==> config.mk <==
export PLATFORM = sky130hd
export DESIGN_NAME = dfo_framer
export DESIGN_NICKNAME = d
export VERILOG_FILES = /design/src/design/dfo_pkg.sv /design/src/design/dfo_framer.sv
export SDC_FILE = /design/constraint.sdc
export NUM_CORES = 1
export LEC_CHECK = 0
export BUFFER_PORTS_ARGS = -buffer_cell sky130_fd_sc_hd__buf_2
export CAP_MARGIN = 20
export CORE_MARGIN = 2
export CORE_UTILIZATION = 60
export DETAILED_ROUTE_END_ITERATION = 10
export PLACE_DENSITY = 0.83
export SYNTH_ARGS = -nofsm -noshare
export SYNTH_HDL_FRONTEND = slang
export SYNTH_SLANG_ARGS = --single-unit
export TNS_END_PERCENT = 10
==> constraint.sdc <==
create_clock -name clk -period 5.56 [get_ports clk]
set_input_delay 0.556 -clock clk [delete_from_list [all_inputs] [get_ports clk]]
set_output_delay 0.556 -clock clk [all_outputs]
set_load 0.005 [all_outputs]
==> src/design/dfo_pkg.sv <==
// constants for the 2b1q frame overhead, crc and scrambler block
// assumes one 20 mhz clock and a line bit enable derived from it
package dfo_pkg;
  // clock and line rate
  localparam int unsigned CLK_HZ  = 20_000_000;
  localparam int unsigned BIT_HZ  = 784_000;
  localparam int unsigned BIT_DIV = CLK_HZ / BIT_HZ;
  // frame layout, bit positions from the frame start
  localparam logic [13:0] SYNC_PAT = 14'h2a08;
  localparam logic [13:0] P_EOC    = 14'h000e;
  localparam logic [13:0] P_CRC    = 14'h001b;
  localparam logic [13:0] P_CRC_L  = 14'h0020;
  localparam logic [13:0] P_IND    = 14'h0021;
  localparam logic [13:0] P_EOC_L  = 14'h001a;
  localparam logic [13:0] P_IND_L  = 14'h002d;
  localparam logic [13:0] P_PL     = 14'h002e;
  localparam logic [13:0] HOH_NCOV = 14'h0014;
  localparam logic [13:0] N_STUFF  = 14'h0004;
  localparam logic [3:0]  STUFF_PAT = 4'ha;
  // covered bits per frame for three, two and one pair
  localparam logic [13:0] M_3P = 14'd4682;
  localparam logic [13:0] M_2P = 14'd6986;
  localparam logic [13:0] M_1P = 14'd13888;
  // crc x^6+x+1 and scrambler taps
  localparam logic [5:0] CRC_POLY = 6'h03;
  localparam logic [4:0] TAP_23   = 5'h16;
  localparam logic [4:0] TAP_UP   = 5'h11;
  localparam logic [4:0] TAP_DN   = 5'h04;
  // unit roles
  localparam logic [1:0] ROLE_LINE  = 2'h0;
  localparam logic [1:0] ROLE_CUST  = 2'h1;
  localparam logic [1:0] ROLE_REGEN = 2'h2;
  // register byte offsets
  localparam logic [7:0] A_CTRL   = 8'h00;
  localparam logic [7:0] A_STATUS = 8'h04;
  localparam logic [7:0] A_ERRCNT = 8'h08;
  localparam logic [7:0] A_RXEOC  = 8'h0c;
  // control fields
  localparam int C_EN   = 0;
  localparam int C_ROLE = 1;
  localparam int C_TXUP = 3;
  localparam int C_FACE = 4;
  localparam int C_PAIR = 5;
  localparam int C_RDY  = 7;
  localparam int C_RXUP = 8;
  localparam logic [8:0] CTRL_RST = 9'h000;
  localparam logic [1:0] RESP_OK  = 2'h0;
  localparam logic [1:0] RESP_ERR = 2'h2;
  typedef enum logic {TX_IDLE, TX_RUN} dfo_tx_e;
endpackage

==> src/design/dfo_framer.sv <==
// overhead framer: sync, indicators, crc-6, stuffing and scramblers
// assumes bit-serial payload and receive data on the same clock,
// status pins from outside, register access over axi4-lite
//
// Design decisions made here: the register addresses and register access over AXI4-Lite.
`timescale 1ns/10ps
`default_nettype none
module dfo_framer #(
  parameter int unsigned BIT_DIV = dfo_pkg::BIT_DIV
) (
  // clock and reset
  input  wire logic        clk,
  input  wire logic        rst_n,
  // axi4-lite slave
  input  wire logic [7:0]  s_axi_awaddr,
  input  wire logic        s_axi_awvalid,
  output logic             s_axi_awready,
  input  wire logic [31:0] s_axi_wdata,
  input  wire logic [3:0]  s_axi_wstrb,
  input  wire logic        s_axi_wvalid,
  output logic             s_axi_wready,
  output logic [1:0]       s_axi_bresp,
  output logic             s_axi_bvalid,
  input  wire logic        s_axi_bready,
  input  wire logic [7:0]  s_axi_araddr,
  input  wire logic        s_axi_arvalid,
  output logic             s_axi_arready,
  output logic [31:0]      s_axi_rdata,
  output logic [1:0]       s_axi_rresp,
  output logic             s_axi_rvalid,
  input  wire logic        s_axi_rready,
  // status pins
  input  wire logic        app_los,
  input  wire logic        app_bpv,
  input  wire logic        alarm_pending,
  input  wire logic        primary_supply_status,
  input  wire logic        secondary_supply_status,
  // transmit side
  input  wire logic        tx_pl_bit,
  output logic             tx_pl_take,
  input  wire logic [12:0] tx_eoc,
  output logic             tx_eoc_take,
  input  wire logic        tx_stuff_req,
  output logic             tx_line_bit,
  output logic             tx_line_en,
  output logic             tx_frame_start,
  // receive side
  input  wire logic        rx_bit,
  input  wire logic        rx_bit_en,
  input  wire logic        rx_frame_start,
  input  wire logic        peer_crc_err,
  output logic             rx_pl_bit,
  output logic             rx_pl_valid,
  output logic [12:0]      rx_eoc,
  output logic             rx_eoc_valid,
  output logic             rx_crc_err
);
  // ****************************************
  // pin synchronisers
  // ****************************************
  logic [4:0] pin_s1_reg;
  logic [4:0] pin_s2_reg;
  logic       bpv_d_reg;
  wire  [4:0] pins = {app_los, app_bpv, alarm_pending,
                      primary_supply_status, secondary_supply_status};
  wire  los_s  = pin_s2_reg[4];
  wire  bpv_s  = pin_s2_reg[3];
  wire  alm_s  = pin_s2_reg[2];
  wire  pri_ok = pin_s2_reg[1];
  wire  sec_ok = pin_s2_reg[0];
  wire  bpv_ev = bpv_s & ~bpv_d_reg;
  always_ff @(posedge clk) begin
    if (!rst_n) begin
      pin_s1_reg <= 5'h00;
      pin_s2_reg <= 5'h00;
      bpv_d_reg  <= 1'b0;
    end else begin
      pin_s1_reg <= pins;
      pin_s2_reg <= pin_s1_reg;
      bpv_d_reg  <= bpv_s;
    end
  end

  // ****************************************
  // control register and derived settings
  // ****************************************
  logic [8:0]  ctrl_reg;
  logic [15:0] errcnt_reg;
  logic [12:0] rx_ind_reg;
  wire         en      = ctrl_reg[dfo_pkg::C_EN];
  wire  [1:0]  role    = ctrl_reg[dfo_pkg::C_ROLE +: 2];
  wire         tx_up   = ctrl_reg[dfo_pkg::C_TXUP];
  wire         rx_up   = ctrl_reg[dfo_pkg::C_RXUP];
  wire         face_ln = ctrl_reg[dfo_pkg::C_FACE];
  wire  [1:0]  pairs   = ctrl_reg[dfo_pkg::C_PAIR +: 2];
  wire         is_cust = role == dfo_pkg::ROLE_CUST;
  wire         is_reg  = role == dfo_pkg::ROLE_REGEN;
  // covered length follows the pair count
  wire  [13:0] m_bits  = (pairs == 2'h0) ? dfo_pkg::M_3P :
                         (pairs == 2'h1) ? dfo_pkg::M_2P :
                         dfo_pkg::M_1P;
  wire  [13:0] cov_end = m_bits + dfo_pkg::HOH_NCOV;
  wire  [4:0]  tx_tap  = tx_up ? dfo_pkg::TAP_UP : dfo_pkg::TAP_DN;
  wire  [4:0]  rx_tap  = rx_up ? dfo_pkg::TAP_UP : dfo_pkg::TAP_DN;

  // ****************************************
  // line bit enable divider
  // ****************************************
  localparam logic [7:0] DIV_LAST = 8'(BIT_DIV - 1);
  logic [7:0] div_reg;
  wire        bit_en = en & (div_reg == DIV_LAST);
  always_ff @(posedge clk) begin
    if (!rst_n || !en || bit_en) begin
      div_reg <= 8'h00;
    end else begin
      div_reg <= div_reg + 8'h01;
    end
  end

  // ****************************************
  // transmit position and field decode
  // ****************************************
  dfo_pkg::dfo_tx_e tx_st_reg;
  logic [13:0] tx_pos_reg;
  logic        stuff_reg;
  logic [45:0] ohd_reg;
  logic [5:0]  tx_crc_reg;
  logic [22:0] scr_reg;
  logic        bpv_seen_reg;
  logic        err_ln_reg;
  logic        err_cu_reg;
  wire  [13:0] tx_len  = cov_end + (stuff_reg ? dfo_pkg::N_STUFF
                                               : 14'h0000);
  wire         tx_run  = tx_st_reg == dfo_pkg::TX_RUN;
  wire         tx_step = tx_run & bit_en;
  wire         tx_wrap = tx_step & (tx_pos_reg == tx_len - 14'h0001);
  wire         t_sync  = tx_pos_reg < dfo_pkg::P_EOC;
  wire         t_crc   = (tx_pos_reg >= dfo_pkg::P_CRC) &
                         (tx_pos_reg <= dfo_pkg::P_CRC_L);
  wire         t_pl    = (tx_pos_reg >= dfo_pkg::P_PL) &
                         (tx_pos_reg < cov_end);
  wire         t_stuff = tx_pos_reg >= cov_end;
  wire  [13:0] st_idx  = tx_pos_reg - cov_end;
  wire  [1:0]  st_bit  = 2'h3 - st_idx[1:0];
  // overhead shift register carries sync, eoc, crc and indicators
  wire         t_data  = t_stuff ? dfo_pkg::STUFF_PAT[st_bit] :
                         t_pl    ? tx_pl_bit : ohd_reg[45];
  wire         t_scr   = ~t_sync & ~t_stuff;
  wire         t_cov   = t_scr & ~t_crc;
  wire         scr_bit = t_data ^ scr_reg[tx_tap] ^
                         scr_reg[dfo_pkg::TAP_23];
  wire         t_out   = t_scr ? scr_bit : t_data;
  assign tx_pl_take  = tx_step & t_pl;
  assign tx_eoc_take = tx_wrap | (~tx_run & en);

  // ****************************************
  // crc-6 step, shared by both directions
  // ****************************************
  function automatic logic [5:0] crc_step(input logic [5:0] c,
                                          input logic       d);
    logic fb;
    fb = d ^ c[5];
    crc_step = {c[4:0], 1'b0} ^ (fb ? dfo_pkg::CRC_POLY : 6'h00);
  endfunction
  wire  [5:0]  tx_crc_nx = t_cov ? crc_step(tx_crc_reg, t_data)
                                 : tx_crc_reg;

  // ****************************************
  // indicator bits for the next frame
  // ****************************************
  wire         ends    = ~is_reg;
  wire         i_losd  = ~(ends & los_s);
  wire         i_febe  = ~(ends & (err_ln_reg | err_cu_reg));
  wire         i_ps1   = ~is_cust | pri_ok;
  wire         i_ps2   = ~is_cust | sec_ok;
  wire         i_bpv   = ~(ends & (bpv_seen_reg | bpv_ev));
  wire         i_hrp   = ~is_reg;
  wire         i_rrbe  = ~(is_reg & err_ln_reg);
  wire         i_rcbe  = ~(is_reg & err_cu_reg);
  wire         i_rta   = ~(is_cust & alm_s);
  wire         i_rega  = ~(is_reg & alm_s);
  wire         i_rdy   = ~ctrl_reg[dfo_pkg::C_RDY];
  // two spare positions and unused ones stay at one
  wire  [12:0] ind_nx  = {i_losd, i_febe, i_ps1, i_ps2, i_bpv,
                          i_hrp, i_rrbe, i_rcbe, i_rta, i_rega,
                          i_rdy, 2'b11};
  // crc of the frame just ended goes into the next one
  wire  [45:0] ohd_ld  = {dfo_pkg::SYNC_PAT, tx_eoc,
                          tx_run ? tx_crc_nx : 6'h00,
                          ind_nx};

  // ****************************************
  // transmit state
  // ****************************************
  always_ff @(posedge clk) begin
    if (!rst_n || !en) begin
      tx_st_reg <= dfo_pkg::TX_IDLE;
    end else begin
      case (tx_st_reg)
        dfo_pkg::TX_IDLE: tx_st_reg <= dfo_pkg::TX_RUN;
        dfo_pkg::TX_RUN:  tx_st_reg <= dfo_pkg::TX_RUN;
        default:          tx_st_reg <= dfo_pkg::TX_IDLE;
      endcase
    end
  end
  always_ff @(posedge clk) begin
    if (!rst_n) begin
      tx_pos_reg <= 14'h0000;
      stuff_reg  <= 1'b0;
      ohd_reg    <= 46'h0;
      tx_crc_reg <= 6'h00;
    end else if (tx_eoc_take) begin
      tx_pos_reg <= 14'h0000;
      stuff_reg  <= tx_stuff_req;
      ohd_reg    <= ohd_ld;
      tx_crc_reg <= 6'h00;
    end else if (tx_step) begin
      tx_pos_reg <= tx_pos_reg + 14'h0001;
      ohd_reg    <= t_pl ? ohd_reg : {ohd_reg[44:0], 1'b1};
      tx_crc_reg <= tx_crc_nx;
    end
  end
  always_ff @(posedge clk) begin
    if (!rst_n) begin
      scr_reg <= 23'h0;
    end else if (tx_step && t_scr) begin
      scr_reg <= {scr_reg[21:0], scr_bit};
    end
  end
  always_ff @(posedge clk) begin
    if (!rst_n) begin
      tx_line_bit    <= 1'b1;
      tx_line_en     <= 1'b0;
      tx_frame_start <= 1'b0;
    end else begin
      tx_line_bit    <= tx_step ? t_out : tx_line_bit;
      tx_line_en     <= tx_step;
      tx_frame_start <= tx_step & (tx_pos_reg == 14'h0000);
    end
  end

  // ****************************************
  // events held until the next frame start
  // ****************************************
  wire rx_err_ev;
  // only a regenerator has a second receiver to report for
  wire peer_ev = is_reg & peer_crc_err;
  wire ln_ev = face_ln ? rx_err_ev : peer_ev;
  wire cu_ev = face_ln ? peer_ev : rx_err_ev;
  // an event in the capture cycle is kept for the frame after
  always_ff @(posedge clk) begin
    if (!rst_n) begin
      bpv_seen_reg <= 1'b0;
      err_ln_reg   <= 1'b0;
      err_cu_reg   <= 1'b0;
    end else begin
      bpv_seen_reg <= bpv_ev | (bpv_seen_reg & ~tx_eoc_take);
      err_ln_reg   <= ln_ev | (err_ln_reg & ~tx_eoc_take);
      err_cu_reg   <= cu_ev | (err_cu_reg & ~tx_eoc_take);
    end
  end

  // ****************************************
  // receive path
  // ****************************************
  logic [13:0] rx_pos_reg;
  logic [22:0] dsc_reg;
  logic [5:0]  rx_crc_reg;
  logic [5:0]  crc_prev_reg;
  logic [5:0]  crc_rcv_reg;
  logic [12:0] eoc_sh_reg;
  logic [12:0] ind_sh_reg;
  logic        seen_reg;
  logic        have_prev_reg;
  wire  [13:0] r_pos   = rx_frame_start ? 14'h0000 : rx_pos_reg;
  wire         r_step  = en & rx_bit_en;
  wire         r_scr   = (r_pos >= dfo_pkg::P_EOC) &
                         (r_pos < cov_end);
  wire         r_crc   = (r_pos >= dfo_pkg::P_CRC) &
                         (r_pos <= dfo_pkg::P_CRC_L);
  wire         r_pl    = (r_pos >= dfo_pkg::P_PL) & r_scr;
  wire         r_data  = rx_bit ^ dsc_reg[rx_tap] ^
                         dsc_reg[dfo_pkg::TAP_23];
  wire  [5:0]  crc_got = {crc_rcv_reg[4:0], r_data};
  wire         r_chk   = r_step & (r_pos == dfo_pkg::P_CRC_L);
  assign rx_err_ev = r_chk & have_prev_reg &
                     (crc_got != crc_prev_reg);
  always_ff @(posedge clk) begin
    if (!rst_n) begin
      rx_pos_reg <= 14'h0000;
      dsc_reg    <= 23'h0;
    end else if (r_step) begin
      rx_pos_reg <= (r_pos == 14'h3fff) ? r_pos : r_pos + 14'h0001;
      dsc_reg    <= r_scr ? {dsc_reg[21:0], rx_bit}
                          : dsc_reg;
    end
  end
  always_ff @(posedge clk) begin
    if (!rst_n) begin
      rx_crc_reg    <= 6'h00;
      crc_prev_reg  <= 6'h00;
      seen_reg      <= 1'b0;
      have_prev_reg <= 1'b0;
    end else if (r_step && r_pos == 14'h0000) begin
      crc_prev_reg  <= rx_crc_reg;
      rx_crc_reg    <= 6'h00;
      seen_reg      <= 1'b1;
      have_prev_reg <= seen_reg;
    end else if (r_step && r_scr && !r_crc) begin
      rx_crc_reg    <= crc_step(rx_crc_reg, r_data);
    end
  end
  always_ff @(posedge clk) begin
    if (!rst_n) begin
      crc_rcv_reg <= 6'h00;
      eoc_sh_reg  <= 13'h0;
      ind_sh_reg  <= 13'h0;
    end else if (r_step) begin
      crc_rcv_reg <= r_crc ? crc_got : crc_rcv_reg;
      eoc_sh_reg  <= {eoc_sh_reg[11:0], r_data};
      ind_sh_reg  <= {ind_sh_reg[11:0], r_data};
    end
  end
  wire r_eoc_l = r_step & (r_pos == dfo_pkg::P_EOC_L);
  wire r_ind_l = r_step & (r_pos == dfo_pkg::P_IND_L);
  always_ff @(posedge clk) begin
    if (!rst_n) begin
      rx_eoc       <= 13'h1fff;
      rx_eoc_valid <= 1'b0;
      rx_ind_reg   <= 13'h1fff;
      rx_pl_bit    <= 1'b0;
      rx_pl_valid  <= 1'b0;
      rx_crc_err   <= 1'b0;
    end else begin
      rx_eoc       <= r_eoc_l ? {eoc_sh_reg[11:0], r_data}
                              : rx_eoc;
      rx_eoc_valid <= r_eoc_l;
      rx_ind_reg   <= r_ind_l ? {ind_sh_reg[11:0], r_data}
                              : rx_ind_reg;
      rx_pl_bit    <= (r_step && r_pl) ? r_data : rx_pl_bit;
      rx_pl_valid  <= r_step & r_pl;
      rx_crc_err   <= rx_err_ev;
    end
  end

  // ****************************************
  // axi4-lite slave
  // ****************************************
  logic       aw_hold_reg;
  logic       w_hold_reg;
  logic [7:0] awaddr_reg;
  logic [31:0] wdata_reg;
  logic [3:0] wstrb_reg;
  wire  do_wr    = aw_hold_reg & w_hold_reg & ~s_axi_bvalid;
  wire  wr_ctrl  = do_wr & (awaddr_reg == dfo_pkg::A_CTRL);
  wire  wr_cnt   = do_wr & (awaddr_reg == dfo_pkg::A_ERRCNT);
  wire  wr_ok    = wr_ctrl | wr_cnt;
  wire  [8:0] ctrl_nx = {wstrb_reg[1] ? wdata_reg[8] : ctrl_reg[8],
                         wstrb_reg[0] ? wdata_reg[7:0]
                                      : ctrl_reg[7:0]};
  assign s_axi_awready = ~aw_hold_reg & ~s_axi_bvalid;
  assign s_axi_wready  = ~w_hold_reg & ~s_axi_bvalid;
  assign s_axi_arready = ~s_axi_rvalid;
  always_ff @(posedge clk) begin
    if (!rst_n) begin
      aw_hold_reg <= 1'b0;
      awaddr_reg  <= 8'h00;
    end else if (s_axi_awvalid && s_axi_awready) begin
      aw_hold_reg <= 1'b1;
      awaddr_reg  <= s_axi_awaddr;
    end else if (do_wr) begin
      aw_hold_reg <= 1'b0;
    end
  end
  always_ff @(posedge clk) begin
    if (!rst_n) begin
      w_hold_reg <= 1'b0;
      wdata_reg  <= 32'h0000_0000;
      wstrb_reg  <= 4'h0;
    end else if (s_axi_wvalid && s_axi_wready) begin
      w_hold_reg <= 1'b1;
      wdata_reg  <= s_axi_wdata;
      wstrb_reg  <= s_axi_wstrb;
    end else if (do_wr) begin
      w_hold_reg <= 1'b0;
    end
  end
  always_ff @(posedge clk) begin
    if (!rst_n) begin
      s_axi_bvalid <= 1'b0;
      s_axi_bresp  <= dfo_pkg::RESP_OK;
    end else if (do_wr) begin
      s_axi_bvalid <= 1'b1;
      s_axi_bresp  <= wr_ok ? dfo_pkg::RESP_OK : dfo_pkg::RESP_ERR;
    end else if (s_axi_bready) begin
      s_axi_bvalid <= 1'b0;
    end
  end
  // counter clear with a crc error in the same cycle leaves the count at one
  always_ff @(posedge clk) begin
    if (!rst_n) begin
      ctrl_reg   <= dfo_pkg::CTRL_RST;
      errcnt_reg <= 16'h0000;
    end else begin
      ctrl_reg   <= wr_ctrl ? ctrl_nx : ctrl_reg;
      errcnt_reg <= rx_err_ev ? (wr_cnt ? 16'h0001
                                        : errcnt_reg + 16'h0001)
                              : (wr_cnt ? 16'h0000 : errcnt_reg);
    end
  end
  wire r_ctl = s_axi_araddr == dfo_pkg::A_CTRL;
  wire r_sta = s_axi_araddr == dfo_pkg::A_STATUS;
  wire r_cnt = s_axi_araddr == dfo_pkg::A_ERRCNT;
  wire r_eoc = s_axi_araddr == dfo_pkg::A_RXEOC;
  wire [31:0] rd_mux =
    r_ctl ? {23'h0, ctrl_reg} :
    r_sta ? {16'h0000, have_prev_reg, seen_reg, tx_run, rx_ind_reg} :
    r_cnt ? {16'h0000, errcnt_reg} :
    r_eoc ? {19'h0, rx_eoc} : 32'h0000_0000;
  wire rd_ok = r_ctl | r_sta | r_cnt | r_eoc;
  always_ff @(posedge clk) begin
    if (!rst_n) begin
      s_axi_rvalid <= 1'b0;
      s_axi_rdata  <= 32'h0000_0000;
      s_axi_rresp  <= dfo_pkg::RESP_OK;
    end else if (s_axi_arvalid && s_axi_arready) begin
      s_axi_rvalid <= 1'b1;
      s_axi_rdata  <= rd_mux;
      s_axi_rresp  <= rd_ok ? dfo_pkg::RESP_OK : dfo_pkg::RESP_ERR;
    end else if (s_axi_rready) begin
      s_axi_rvalid <= 1'b0;
    end
  end
endmodule
`default_nettype wire

# Word level (Yosys, flattened, before mapping)
# Cells that the tools add are included.
# word_totals
register_bits	310
in_bits	83
out_inout_bits	63
word_cells	237
# op_classes
addsub	9
magnitude_cmp	14
eq_ne	15
n_mux	42
bitwise	80
n_reduce_logical	32
# ops
operator	count
$mux 46	3
$mux 16	6
$mux 14	4
$and 1x1->1	38
$add 14x1->14 const B	2
$eq 14x6->1 const B	2
$ge 14x5->1 const B	2
$ge 14x6->1 const B	2
$le 14x6->1 const B	2
$logic_not 14->1	2
$lt 14x14->1	2
$eq 8x4->1 const B	3
$not 1->1	22
$add 16x1->16 const B	1
$logic_not 8->1	2
$mux 1	16
$add 14x3->14	1
$add 14x5->14 const B	1
$eq 14x14->1	1
$eq 14x14->1 const B	1
$eq 14x5->1 const B	1
$ge 14x14->1	1
$ge 14x4->1 const B	1
$lt 14x4->1 const B	1
other kinds (29)	75

# Logic depth before layout (Yosys ltp)
# Gate-level depths: netlist (run 1).
# logic_depth
depth_word	15
mapped_depth	12
ltp_nobuf	10

# Worst setup path before layout (run 1)
# No wires, ideal clock.
# synth_timing
path_type	input -> register
start	input port rx_frame_start
end	register dsc_reg[10]
setup_time_ns	0.128
arrival_time_ns	2.638
t_required_ns	5.432
slack_ns	2.795
stages	10
n_path_buf	3
path_cell_list	buf_2 > buf_1 > nor2b_1 > ha_1 > nand3_1 > or3_1 > o21ai_2 > buf_4 > mux2i_1 > nor2_1
# synth_between
elab_chain_cells	4
word_cells_on_any_way	5
cone_classes	order compare: 2; mux: 1; bitwise: 1; reduce/logical: 1
# synth_lines
item	line_no	rtl
from (decl)	dfo_framer.sv:50	input wire logic rx_frame_start,
$mux 14 (*)	dfo_framer.sv:275	wire [13:0] r_pos = rx_frame_start ? 14'h0000 : rx_pos_reg;
$ge 14x4->1 / $lt 14x14->1 (equally long branches)	dfo_framer.sv:277, dfo_framer.sv:278	
$and 1x1->1 (*)	dfo_framer.sv:277	wire r_scr = (r_pos >= dfo_pkg::P_EOC) &
$reduce_and 2->1 (no line) (*)	n/a	
to (signal assigned)	dfo_framer.sv:294	dsc_reg <= r_scr ? {dsc_reg[21:0], rx_bit}
to (decl)	dfo_framer.sv:267	logic [22:0] dsc_reg;
# Every way passes the cells marked *; elsewhere a longest branch is shown, timed or not.
# A chain may end at the register's enable or synchronous reset.

# Worst setup path after layout (run 1)
# layout_timing
start	register ctrl_reg[6]
end	output port tx_eoc_take
# layout_between
elab_chain_cells	9
word_cells_on_any_way	10
cone_classes	add/sub: 3; eq/ne: 2; mux: 2; bitwise: 2; reduce/logical: 1
# layout_lines
item	line_no	rtl
from (decl)	dfo_framer.sv:87	logic [8:0] ctrl_reg;
from (signal assigned)	dfo_framer.sv:402	ctrl_reg <= dfo_pkg::CTRL_RST;
from (signal assigned)	dfo_framer.sv:405	ctrl_reg <= wr_ctrl ? ctrl_nx : ctrl_reg;
$eq 2x1->1	dfo_framer.sv:100	(pairs == 2'h1) ? dfo_pkg::M_2P :
$mux 14	dfo_framer.sv:100	
$mux 14 (*)	dfo_framer.sv:99	wire [13:0] m_bits = (pairs == 2'h0) ? dfo_pkg::M_3P :
$add 14x5->14 (*)	dfo_framer.sv:102	wire [13:0] cov_end = m_bits + dfo_pkg::HOH_NCOV;
$add 14x3->14 (*)	dfo_framer.sv:132	wire [13:0] tx_len = cov_end + (stuff_reg ? dfo_pkg::N_STUFF
$sub 14x1->14 (*)	dfo_framer.sv:136	wire tx_wrap = tx_step & (tx_pos_reg == tx_len - 14'h0001);
$eq 14x14->1 (*)	dfo_framer.sv:136	
$and 1x1->1 (*)	dfo_framer.sv:136	
$or 1x1->1 (*)	dfo_framer.sv:154	assign tx_eoc_take = tx_wrap | (~tx_run & en);
to (decl)	dfo_framer.sv:42	output logic tx_eoc_take,
# Marked as above.

==> results.md, run 1 <==
- The placer's final routability congestion estimate is 0.915.
- After detailed routing, the average wire length per cell comes to 15.7 um.
- The maximum clock frequency is 244 MHz.
- From synthesis to final layout, the design area changed by 12.3%.
- After clock tree synthesis, the clock-pin slew on the worst setup and hold paths is 0.06 ns.
- The number of instances resized during post-cts repair is 0.
- The later-pin clock latency in the skew report is 0.55 ns.
- The warning count from the yosys run is 0.
- Using the TritonRoute via totals, the vias-per-cell ratio works out to 5.75.
- The reg-to-reg critical path endpoint is ohd_reg[17]$_SDFFE_PN0P_.
- The xor and xnor fraction of the mapped netlist area is 4.03%.
- The type of origin of the critical path is a register.
- Setup violations remaining at the end of the flow were counted as 0.
- The remaining number of nets flagged by the antenna check after routing is 0.
- The global-route total usage across every layer is 25.0%.
- Clock tree synthesis found a total of 280 sinks.
- The clock passes through at most 3 buffers.
- The largest family of logic cells by synthesized area is simple AND/OR/NAND/NOR gates.
- The leakage power total is 5.30 nW.
- The launch point of the worst reg-to-reg path is ctrl_reg[6]$_SDFFE_PN0P_.
- The setup fix buffers added after clock tree synthesis is 0.
- Once the floorplan was initialized, standard cells occupied 61.2% of the core.
- A synthesized cell averages 8.61 sq um.
- The footprint of the multi-input gates is 6250 sq um.
- The number of I/O port buffers is 102.
- The depth of the worst register-to-register path is 9.
- The clock buffer count from CTS is 28.
- The clock arrives with 0.0316 ns of skew.
- Counting flops with an async set or reset pin after synthesis yields a share of 0%.
- The max-capacitance violation count is 0.
- Counting flops with a built-in enable in the synthesized netlist gives 0.
- The share of the clock period used by the worst path after layout is 73.7%.
- The half-perimeter wire length of the detailed placement result is 18.4 mm.
- Summed over all failing endpoints, the final setup total negative slack is 0 ns.
- The worst setup path is of the reg2out kind.
- The first global-routing pass estimated 46.0 mm of wire.
- Summing the areas of all compound-gate instances in the mapped netlist gives 13.7% of the synthesized area.
- The chip height is 148 um.
- The post-route netlist has 13.1% of its cells at a drive strength greater than 1.
- The area fraction in and, or, nand and nor cells after synthesis is 20.8%.
- The floorplan step defined a die boundary enclosing 21900 sq um.
- The sequential fraction of the synthesis area is 45.1%.
- The final layout contains 1601 nets.
- The die outline width is 148 um.
- The routed design could run at a clock period as short as 4.10 ns.
- The synthesized area is 12400 sq um.
- The largest net degree at the start of global routing is 78.
- The internal reg-to-reg setup slack is 1.83 ns.
- The mux contribution to synthesized area is 8.76%.
- The number of violations reported at the end of detailed-routing iteration 0 is 757.
- The number of distinct library cells after synthesis is 73.
- CTS placed an instance of sky130_fd_sc_hd__clkbuf_16 at the clock tree root.
- The critical hold path startpoint is s_axi_rready.
- The via count of the first global-routing pass is 9495.
- The length of the first detailed-routing pass in iterations is 5.
- Headroom to the max-slew limit came out at 30.7%.
- Across the VDD grid, the largest voltage drop is 244 uV.
- The min-delay analysis places its worst path in the category in2reg.
- The flop and latch count out of synthesis is 280.
- The total power per unit cell area is 302 nW/um^2.
- The number of remaining DRC errors is 0.
- The number of antenna violations at the first check in global routing is 1.
- The count of hold buffers inserted by post-cts repair is 0.
- In the synthesized netlist the dominant register cell turns out to be sky130_fd_sc_hd__dfxtp_1.
- The I/O pin total is 146.
- In this run the core area contains 52 standard-cell rows.
- The category of the worst setup path capture point is an output pin.
- Setup repair after global routing left no endpoint under its margin.
- The sequential cells in the finished layout cover a total of 5610 sq um.
- The number of H-tree levels is 1.
- For hold timing, the worst endpoint is s_axi_rvalid$_SDFFE_PN0P_.
- The count of fill cells added during filler insertion is 1565.
- The count of pins over their slew limit is 0.
- After Yosys synthesis, full adders, half adders and majority gates account for 2.11% of the synthesized area.
- Synthesis produced 1444 cells.
- The routed layout has 10300 vias.
- The area of the core is 20300 sq um.
- The sum of overflow across all layers after global routing is 0.
- The register with the most flip-flops in the layout has 46 of them.
- The data arrival time at the worst-slack endpoint is 3.54 ns.
- At the pin with the least slew margin, the transition time is 1.03 ns.
- The required time of the critical path is 5.00 ns.
- The tightest hold margin is 0.212 ns.
- The number of failing hold endpoints at the final stage is 0.
- The flow ran to the end, and the final reports show no timing, DRC or antenna violations.
- The worst-path maximum fanout is 59.
- The final layout contains routed wiring with a total length of 28.1 mm.
- The worst hold path was traced through 2 stages.
- TritonCTS built the clock tree.
==> synth_stat cells (25+ instances only) <==
cell / instances / area (sq um)
sky130_fd_sc_hd__buf_4: 28 / 210
sky130_fd_sc_hd__nor3_1: 25 / 125
sky130_fd_sc_hd__inv_1: 28 / 105
sky130_fd_sc_hd__nand3_1: 48 / 240
sky130_fd_sc_hd__o21ai_0: 73 / 365
sky130_fd_sc_hd__xor2_1: 28 / 245
sky130_fd_sc_hd__a31oi_1: 28 / 175
sky130_fd_sc_hd__nand2_1: 246 / 923
sky130_fd_sc_hd__clkbuf_1: 49 / 184
sky130_fd_sc_hd__mux2i_1: 93 / 931
sky130_fd_sc_hd__dfxtp_1: 280 / 5610
sky130_fd_sc_hd__nor2_1: 119 / 447
sky130_fd_sc_hd__a21oi_1: 115 / 576
==> final cells by class <==
class                      count  area share, %
multi-input combinational   1043           44.8
sequential                   280           40.2
clock buffer                  37           5.62
timing repair buffer         114           4.45
tap                          270           2.42
clock inverter                13           1.65
inverter                      30          0.825
antenna                        1         0.0179
==> cell usage in the layout, fill, tap and decap left out, types with 15 or more instances in the layout <==
cell type,n
sky130_fd_sc_hd__and2_1,23
sky130_fd_sc_hd__xor2_1,28
sky130_fd_sc_hd__a21oi_1,115
sky130_fd_sc_hd__xnor2_1,24
sky130_fd_sc_hd__dfxtp_1,280
sky130_fd_sc_hd__nand4_1,16
sky130_fd_sc_hd__conb_1,18
sky130_fd_sc_hd__ha_1,21
sky130_fd_sc_hd__o21ai_0,72
sky130_fd_sc_hd__nand2_1,246
sky130_fd_sc_hd__nor2_1,119
sky130_fd_sc_hd__nand3_1,48
sky130_fd_sc_hd__mux2i_1,93
sky130_fd_sc_hd__inv_1,27
sky130_fd_sc_hd__clkbuf_16,28
sky130_fd_sc_hd__a21o_1,15
sky130_fd_sc_hd__nor3_1,24
sky130_fd_sc_hd__a31oi_1,28
sky130_fd_sc_hd__buf_2,102
==> report_power, final <==
| group | leakage, nW | switching [mW] | internal (mW) | total, mW |
|---|---|---|---|---|
| Sequential | 2.26 | 0.00965 | 2.02 | 2.03 |
| Combinational | 2.54 | 0.0882 | 0.0443 | 0.132 |
| Clock | 0.501 | 0.780 | 1.27 | 2.05 |
| Total | 5.30 | 0.878 | 3.34 | 4.21 |
==> routing by layer <==
metal	track usage (%)	up-vias	part of all wire, %
li1	-	5052	-
met1	32.7	4871	44
met2	43.0	298	48
met3	2.93	62	4.9
met4	8.95	0	3.7
met5	0	-	0
==> worst max-delay path, stage by stage (launching register included) <==
cell	delay, ns
sky130_fd_sc_hd__dfxtp_1	0.71
sky130_fd_sc_hd__inv_1	0.30
sky130_fd_sc_hd__ha_1	0.36
sky130_fd_sc_hd__xnor2_1	0.12
sky130_fd_sc_hd__or4_4	0.50
sky130_fd_sc_hd__nor4_4	0.36
sky130_fd_sc_hd__a21oi_4	0.09
sky130_fd_sc_hd__buf_4	0.30
sky130_fd_sc_hd__inv_1	0.13
sky130_fd_sc_hd__buf_2	0.12
==> metrics by stage <==
step	cell area, sq um	instances	worst slack [ns]	total power [mW]	util, %
2_1_floorplan	12500	1461	2.79	2.17	-
3_3_place_gp	12900	1736	2.02	2.20	63.6
3_5_place_dp	12900	1737	1.86	2.21	63.7
4_1_cts	13900	1787	1.48	4.24	68.7
5_1_grt	14000	1788	1.28	4.32	68.7
6_report	14000	1788	1.46	4.21	68.7
==> worst max path at each step <==
stage                                   from                        to  slack [ns]  depth (start not counted)
detailed placement  ctrl_reg[6]$_SDFFE_PN0P_  ohd_reg[17]$_SDFFE_PN0P_        1.86                          9
floorplan                     rx_frame_start  dsc_reg[10]$_SDFFE_PN0P_        2.79                         10
finish              ctrl_reg[6]$_SDFFE_PN0P_               tx_eoc_take        1.46                          9
global route        ctrl_reg[6]$_SDFFE_PN0P_               tx_eoc_take        1.28                         10
global placement    ctrl_reg[6]$_SDFFE_PN0P_  ohd_reg[14]$_SDFFE_PN0P_        2.02                          9
CTS                 ctrl_reg[6]$_SDFFE_PN0P_               tx_eoc_take        1.48                          9
==> cell families after synthesis <==
group | after synthesis
adder cells (fa/ha/maj) | 21
multiplexers | 107
AO/OA/AOI/OAI | 289
XOR/XNOR | 54
other | 1
buffers and inverters | 138
flip-flops | 280
AND/OR/NAND/NOR | 554
No activity file was read; power rests on OpenSTA's default activity.
==> run 2, diff against run 1 <==
CORE_UTILIZATION = 53   (was 60)
PLACE_DENSITY = 0.77   (was 0.83)
clock period = 3.75 ns   (was 5.56 ns; I/O delays follow)
==> run 2 against run 1 <==
- total power is 42% higher
- sequential share of layout area hardly changed
- count of clock-buffer cells in the layout is 7 higher
- sequential cell count stayed put
- core utilization is 8.7 points lower
- register-to-register slack worse by 0.98 ns
- via count is 0.96% lower
- sequential power is 48% higher
- combinational power is 52% higher
- critical path depth is 1 higher
- critical endpoint unchanged
- largest power group is now registers
==> results.md, run 2 (same netlist as run 1, synthesis figures left out) <==
- The flow ran to the end, and the final reports show no timing, DRC or antenna violations.
- The setup total negative slack is 0 ns (unchanged).
- The length of the first detailed-routing pass in iterations is 5 (unchanged).
- The chip height was 157 um (+6.2%).
- The area of the die is 24700 sq um (+13%).
- The half-perimeter wire length of the detailed placement result was 18.7 mm (+1.8%).
- Timing would allow up to 296 MHz.
- The core utilization of the finished layout is 60.0% (-8.7 points).
- The type of origin of the critical path is a register.
- The sink count of the clock tree was 280 (unchanged).
- The largest stage delay on the critical path is 0.42 ns (-0.29 ns).
- The clock transition at the registers of the reported paths came to 0.06 ns (about the same).
- The worst setup slack before clock tree synthesis is 0.881 ns (-0.978 ns).
- The total length of routed met3 wires is 1.22 mm (-12%).
- The buffer and inverter count on the worst path is 4 (unchanged).
- The I/O pin total was 146 (unchanged).
- Setup repair after global routing left no endpoint under its margin.
- The detailed route wirelength on metal2 is 13.3 mm (-0.45%).
- The slew at the pin with the worst max-slew slack is 0.972 ns (-0.0610 ns).
- The area of the core is 23300 sq um (+15%).
- The setup slack after layout is 0.375 ns (-1.08 ns).
- The setup fix buffers added after clock tree synthesis came to 0 (unchanged).
- The wire length after detailed routing is 27.7 mm (-1.2%).
- The clock buffer count from CTS is 28 (unchanged).
- The total via count in the routed design is 10200 (-0.96%).
- The number of failing hold endpoints at the final stage was 0 (unchanged).
- The later-pin clock latency in the skew report is 0.54 ns (about the same).
- The setup path with the least slack is of type reg2out.
- The maximum clock skew at final layout is 0.0113 ns (-0.0203 ns).
- The number of H-tree levels is 1 (unchanged).
- After layout, the worst path uses 90.0% of the clock period.
- The end of the worst hold path is s_axi_rvalid$_SDFFE_PN0P_.
- The average wire per standard cell is 15.0 um (-4.2%).
- The number of antenna violations at the first check in global routing is 1 (unchanged).
- The internal reg-to-reg setup slack is 0.85 ns (-0.98 ns).
- The overall power of the completed layout is 5.98 mW (+42%).
- The flip-flop count of the largest register after layout was 46 (unchanged).
- The number of violations reported at the end of detailed-routing iteration 0 came to 692 (-8.6%).
- The via count of the first global-routing pass was 9439 (-0.59%).
- The worst-case clock buffer depth is 3 (unchanged).
- The maximum ir drop on the vdd rail came to 379 uV (+55%).
- The count of final setup violators came to 0 (unchanged).
- The number of stages on the worst hold path is 2 (unchanged).
- The top layer reached by signal wires is met4.
- The reg-to-reg critical path endpoint is scr_reg[21]$_SDFFE_PN0P_.
- The die outline width is 157 um (+6.2%).
- The count of hold buffers inserted by post-cts repair was 0 (unchanged).
- The remaining number of nets flagged by the antenna check after routing was 0 (unchanged).
- The cell with the most instances on the worst path is sky130_fd_sc_hd__inv_1.
- The met1 wire length was 12.4 mm (+0.80%).
- The headroom to the max-slew limit was 35.1% (+4.4 points).
- TritonCTS built the clock tree.
- The leakage power total is 5.29 nW (-0.20%).
- The placed instance area is 13000 sq um (+0.82%).
- The total power per unit cell area is 428 nW/um^2 (+42%).
- The cell sitting at the root of the clock tree is a sky130_fd_sc_hd__clkbuf_16.
- The area growth from synthesis to layout is 12.4% (about the same).
- The number of standard-cell rows in the floorplan came to 56 (+7.7%).
- The launch point of the worst reg-to-reg path is ctrl_reg[6]$_SDFFE_PN0P_.
- The global-route total usage across every layer is 22.1% (-2.9 points).
- The most frequent standard cell in the layout excluding fill and tap cells is sky130_fd_sc_hd__dfxtp_1.
- In this run the most critical hold path is launched from s_axi_rready.
- The number of I/O port buffers is 102 (unchanged).
- The count of pins over their slew limit was 0 (unchanged).
- The worst setup path is captured at an output pin.
- The number of nets in the layout is 1608 (+0.44%).
- The via-per-instance ratio was 5.52 (-4.0%).
- Traced cell by cell, the critical path runs through inv_1 > nand2_1 > ha_1 > and3_1 > nand3_1 > nor4_4 > a21oi_4 > buf_4 > inv_1 > buf_2.
- The max-capacitance violation count is 0 (unchanged).
- The sum of overflow across all layers after global routing is 0 (unchanged).
- The total non-filler cell area in the finished layout is 14000 sq um (about the same).
- The worst-path maximum fanout is 31 (-47%).
- The global-route wire length before repair is 45.3 mm (-1.4%).
- The placer's final routability congestion estimate is 0.871 (-4.8%).
- The required time of the critical path is 3.38 ns (-1.62 ns).
- The number of remaining DRC errors is 0 (unchanged).
- The largest net degree at the start of global routing came to 69 (-12%).
- The tightest min-delay check is of the in2reg type.
- The library cells used most frequently in the layout, excluding fill and tap cells, are sky130_fd_sc_hd__dfxtp_1 (280), sky130_fd_sc_hd__nand2_1 (246), sky130_fd_sc_hd__nor2_1 (119).
- The starting density of the core came to 53.4% (-7.8 points).
- The data arrival time at the worst-slack endpoint is 3.00 ns (-0.54 ns).
- The depth of the worst register-to-register path came to 9 (unchanged).
- The fraction of layout instances using a drive strength above 1 is 13.4% (+0.26 points).
- The final critical-path required period is 3.37 ns.
- The critical path's slowest cell is sky130_fd_sc_hd__nor4_4.
- The number of instances resized during post-cts repair is 0 (unchanged).
- The gate family responsible for the most delay along the worst path is simple AND/OR/NAND/NOR gates.
## run 2: worst max path at each step
stage	from	endpoint	slack [ns]	depth (start not counted)
after floorplan	rx_frame_start	dsc_reg[10]$_SDFFE_PN0P_	1.17	10
after global placement	ctrl_reg[6]$_SDFFE_PN0P_	tx_eoc_take	0.98	10
after detailed placement	ctrl_reg[6]$_SDFFE_PN0P_	scr_reg[21]$_SDFFE_PN0P_	0.88	9
after CTS	ctrl_reg[6]$_SDFFE_PN0P_	tx_eoc_take	0.37	10
after global routing	ctrl_reg[6]$_SDFFE_PN0P_	tx_eoc_take	0.20	10
final	ctrl_reg[6]$_SDFFE_PN0P_	tx_eoc_take	0.38	10
## run 2: metal layers
layer | up-vias | GRT usage [%]
li1 | 5070 | -
met1 | 4843 | 28.8
met2 | 218 | 38.0
met3 | 53 | 3.08
met4 | 0 | 6.84
met5 | - | 0
## run 2: stage by stage
step / hold WS (ns) / cells
2_1_floorplan: 0.412 / 1461
3_3_place_gp: 0.420 / 1793
3_5_place_dp: 0.419 / 1793
4_1_cts: 0.00211 / 1844
5_1_grt: 0.0172 / 1845
6_report: 0.0209 / 1845
## run 2: report_power, final
group / switching, mW / internal [mW]
Combinational: 0.131 / 0.0693
Sequential: 0.0132 / 3.00
Clock: 1.13 / 1.64
Total: 1.27 / 4.71
## run 2: final cells by class
type                            count  area [sq um]
Fill cell                        2082          9300
Multi-Input combinational cell   1043          6250
Clock buffer                       44           862
Tap cell                          319           399
Timing Repair Buffer              121           666
Clock inverter                      7          60.1
Inverter                           30           115
Sequential cell                   280          5610
Antenna cell                        1          2.50
==> run 3, diff against run 2 <==
CORE_UTILIZATION = 58   (was 53)
PLACE_DENSITY = 0.8   (was 0.77)
clock period = 3.67 ns   (was 3.75 ns; I/O delays follow)
==> run 3 against run 2 <==
- sequential cell count did not move
- register-to-register slack got worse by 0.07 ns
- combinational power rose by 2%
- critical path type unchanged
- clock skew rose by 0.0013 ns
==> results.md, run 3 (same netlist as run 1, synthesis figures left out) <==
- Setup repair after global routing left no endpoint under its margin.
- The data arrival time at the worst-slack endpoint is 3.04 ns (+0.04 ns).
- The number of nets in the layout is 1608 (unchanged).
- The path class of the tightest hold or removal check is in2reg.
- The clock transition at the registers of the reported paths is 0.06 ns (about the same).
- The area of the die came to 22600 sq um (-8.4%).
- The starting density of the core came to 59.1% (+5.7 points).
- The sum of overflow across all layers after global routing is 0 (unchanged).
- The worst setup slack before clock tree synthesis was 0.821 ns (-0.0599 ns).
- The core utilization of the finished layout is 66.2% (+6.2 points).
- For the finished layout, the period the worst path requires is 3.41 ns.
- The placer's final routability congestion estimate came to 0.911 (+4.5%).
- The maximum ir drop on the vdd rail is 624 uV (+65%).
- The number of standard cells in the final layout excluding fillers was 1798 (-2.5%).
- The number of standard-cell rows in the floorplan is 53 (-5.4%).
- The half-perimeter wire length of the detailed placement result was 18.7 mm (+0.14%).
- The category of the worst setup path capture point is an output pin.
- The number of remaining DRC errors is 0 (unchanged).
- The total power per unit cell area came to 444 nW/um^2 (+3.7%).
- The chip height is 150 um (-4.3%).
- The global-route total usage across every layer is 24.7% (+2.6 points).
- The number of antenna diodes is 0 (-1).
- The count of final setup violators was 0 (unchanged).
- The run finished with clean final reports.
- The total via count in the routed design is 10300 (+0.93%).
- The flip-flop count of the largest register after layout is 46 (unchanged).
- STA classifies the critical path startpoint as a register.
- The area of the core is 21000 sq um (-9.6%).
- The CTS tree is yes.
- The required time of the critical path is 3.30 ns (-0.08 ns).
- The number of failing hold endpoints at the final stage was 0 (unchanged).
- The max-capacitance violation count is 0 (unchanged).
- In the layout the commonest cells are sky130_fd_sc_hd__dfxtp_1 (280), sky130_fd_sc_hd__nand2_1 (246), sky130_fd_sc_hd__nor2_1 (119).
- The leakage power total is 5.29 nW (about the same).
- The average wire per standard cell was 15.6 um (+3.4%).
- The worst-case clock buffer depth is 3 (unchanged).
- The I/O pin total came to 146 (unchanged).
- The global-route wire length before repair is 46.1 mm (+1.7%).
- The number of antenna violations at the first check in global routing was 1 (unchanged).
- The number of H-tree levels is 1 (unchanged).
- Derived from the worst setup path, the maximum achievable clock frequency is 293 MHz.
- After layout, the worst path uses 92.9% of the clock period.
- The number of violations reported at the end of detailed-routing iteration 0 came to 764 (+10%).
- The worst-path maximum fanout is 25 (-19%).
- The remaining number of nets flagged by the antenna check after routing is 0 (unchanged).
- The sink count of the clock tree is 280 (unchanged).
- The fraction of layout instances using a drive strength above 1 is 13.2% (-0.18 points).
- The clock buffer count from CTS is 29 (+3.6%).
- The setup total negative slack is 0 ns (unchanged).
- The die outline width is 150 um (-4.3%).
- The count of fill cells added during filler insertion is 1692 (-19%).
- The largest net degree at the start of global routing is 68 (-1.4%).
- The count of pins over their slew limit is 0 (unchanged).
- The setup fix buffers added after clock tree synthesis was 0 (unchanged).
- The clock root buffer master is sky130_fd_sc_hd__clkbuf_16.
- The area growth from synthesis to layout is 12.1%.
- The via count of the first global-routing pass is 9592 (+1.6%).
- The startpoint-to-endpoint class of the critical path is reg2out.
- The number of I/O port buffers was 102 (unchanged).
- The length of the first detailed-routing pass in iterations is 7 (+2).
- The maximum clock skew at final layout is 0.0127 ns (+0.00134 ns).
- The later-pin clock latency in the skew report came to 0.54 ns (about the same).
- The library cell used most frequently in the layout, excluding fill and tap cells, is sky130_fd_sc_hd__dfxtp_1.
- The tightest hold margin is 0.0303 ns (+0.00940 ns).
- The slew at the pin with the worst max-slew slack came to 1.12 ns (+0.143 ns).
- The setup slack after layout was 0.260 ns (-0.115 ns).
- The wire length after detailed routing is 28.0 mm (+0.80%).
- The total non-filler cell area in the finished layout is 13900 sq um (-0.29%).
- The headroom to the max-slew limit is 25.2% (-9.9 points).
- The placed instance area is 13000 sq um (-0.54%).
- The overall power of the completed layout is 6.18 mW (+3.4%).
- The via-per-instance ratio came to 5.72 (+3.6%).
- The cell count after placement is 1747 (-2.6%).
==> run 3: layout make-up <==
class	instances	area (sq um)	area share, %
clock inverters	6	82.6	0.593
well taps	275	344	2.47
repair buffers	120	661	4.74
clock buffers	44	862	6.19
flip-flops and latches	280	5610	40.3
inverters	30	115	0.827
multi-input cells	1043	6250	44.9
==> run 3: layer usage <==
metal  part of all wire (%)  global-route usage, %
met1                     43                   31.5
met2                     48                   41.7
met3                    5.4                   4.18
met4                    3.8                   9.91
met5                  0.050                      0
==> run 3: final timing paths <==
kind | slack, ns | start | to | depth (start not counted)
max | 0.26 | ctrl_reg[6]$_SDFFE_PN0P_ | tx_eoc_take | 10
min | 0.03 | app_los | pin_s1_reg[4]$_SDFF_PN0_ | 2
max reg2reg | 0.78 | ctrl_reg[6]$_SDFFE_PN0P_ | scr_reg[19]$_SDFFE_PN0P_ | 9
min reg2reg | 0.44 | pin_s1_reg[2]$_SDFF_PN0_ | pin_s2_reg[2]$_SDFF_PN0_ | 1
==> run 3: timing repair <==
item,4_1_cts,5_1_grt
resized for setup,0,0
endpoints found under the hold margin,1,0
hold buffers,1,0
==> run 3: critical path: stages, from the launching register on <==
cell and delay, ns:
sky130_fd_sc_hd__dfxtp_1 0.31, sky130_fd_sc_hd__inv_1 0.21, sky130_fd_sc_hd__nand2_1 0.19, sky130_fd_sc_hd__ha_1 0.33, sky130_fd_sc_hd__and3_1 0.20, sky130_fd_sc_hd__nand3_1 0.23
sky130_fd_sc_hd__nor4_4 0.41, sky130_fd_sc_hd__a21oi_4 0.15, sky130_fd_sc_hd__buf_4 0.23, sky130_fd_sc_hd__inv_1 0.12, sky130_fd_sc_hd__buf_2 0.12
==> run 3: power by group <==
part	total, mW	switching, mW	leakage [nW]	internal [mW]
logic	0.205	0.134	2.56	0.0713
clock network	2.90	1.15	0.463	1.74
registers	3.08	0.0141	2.26	3.07
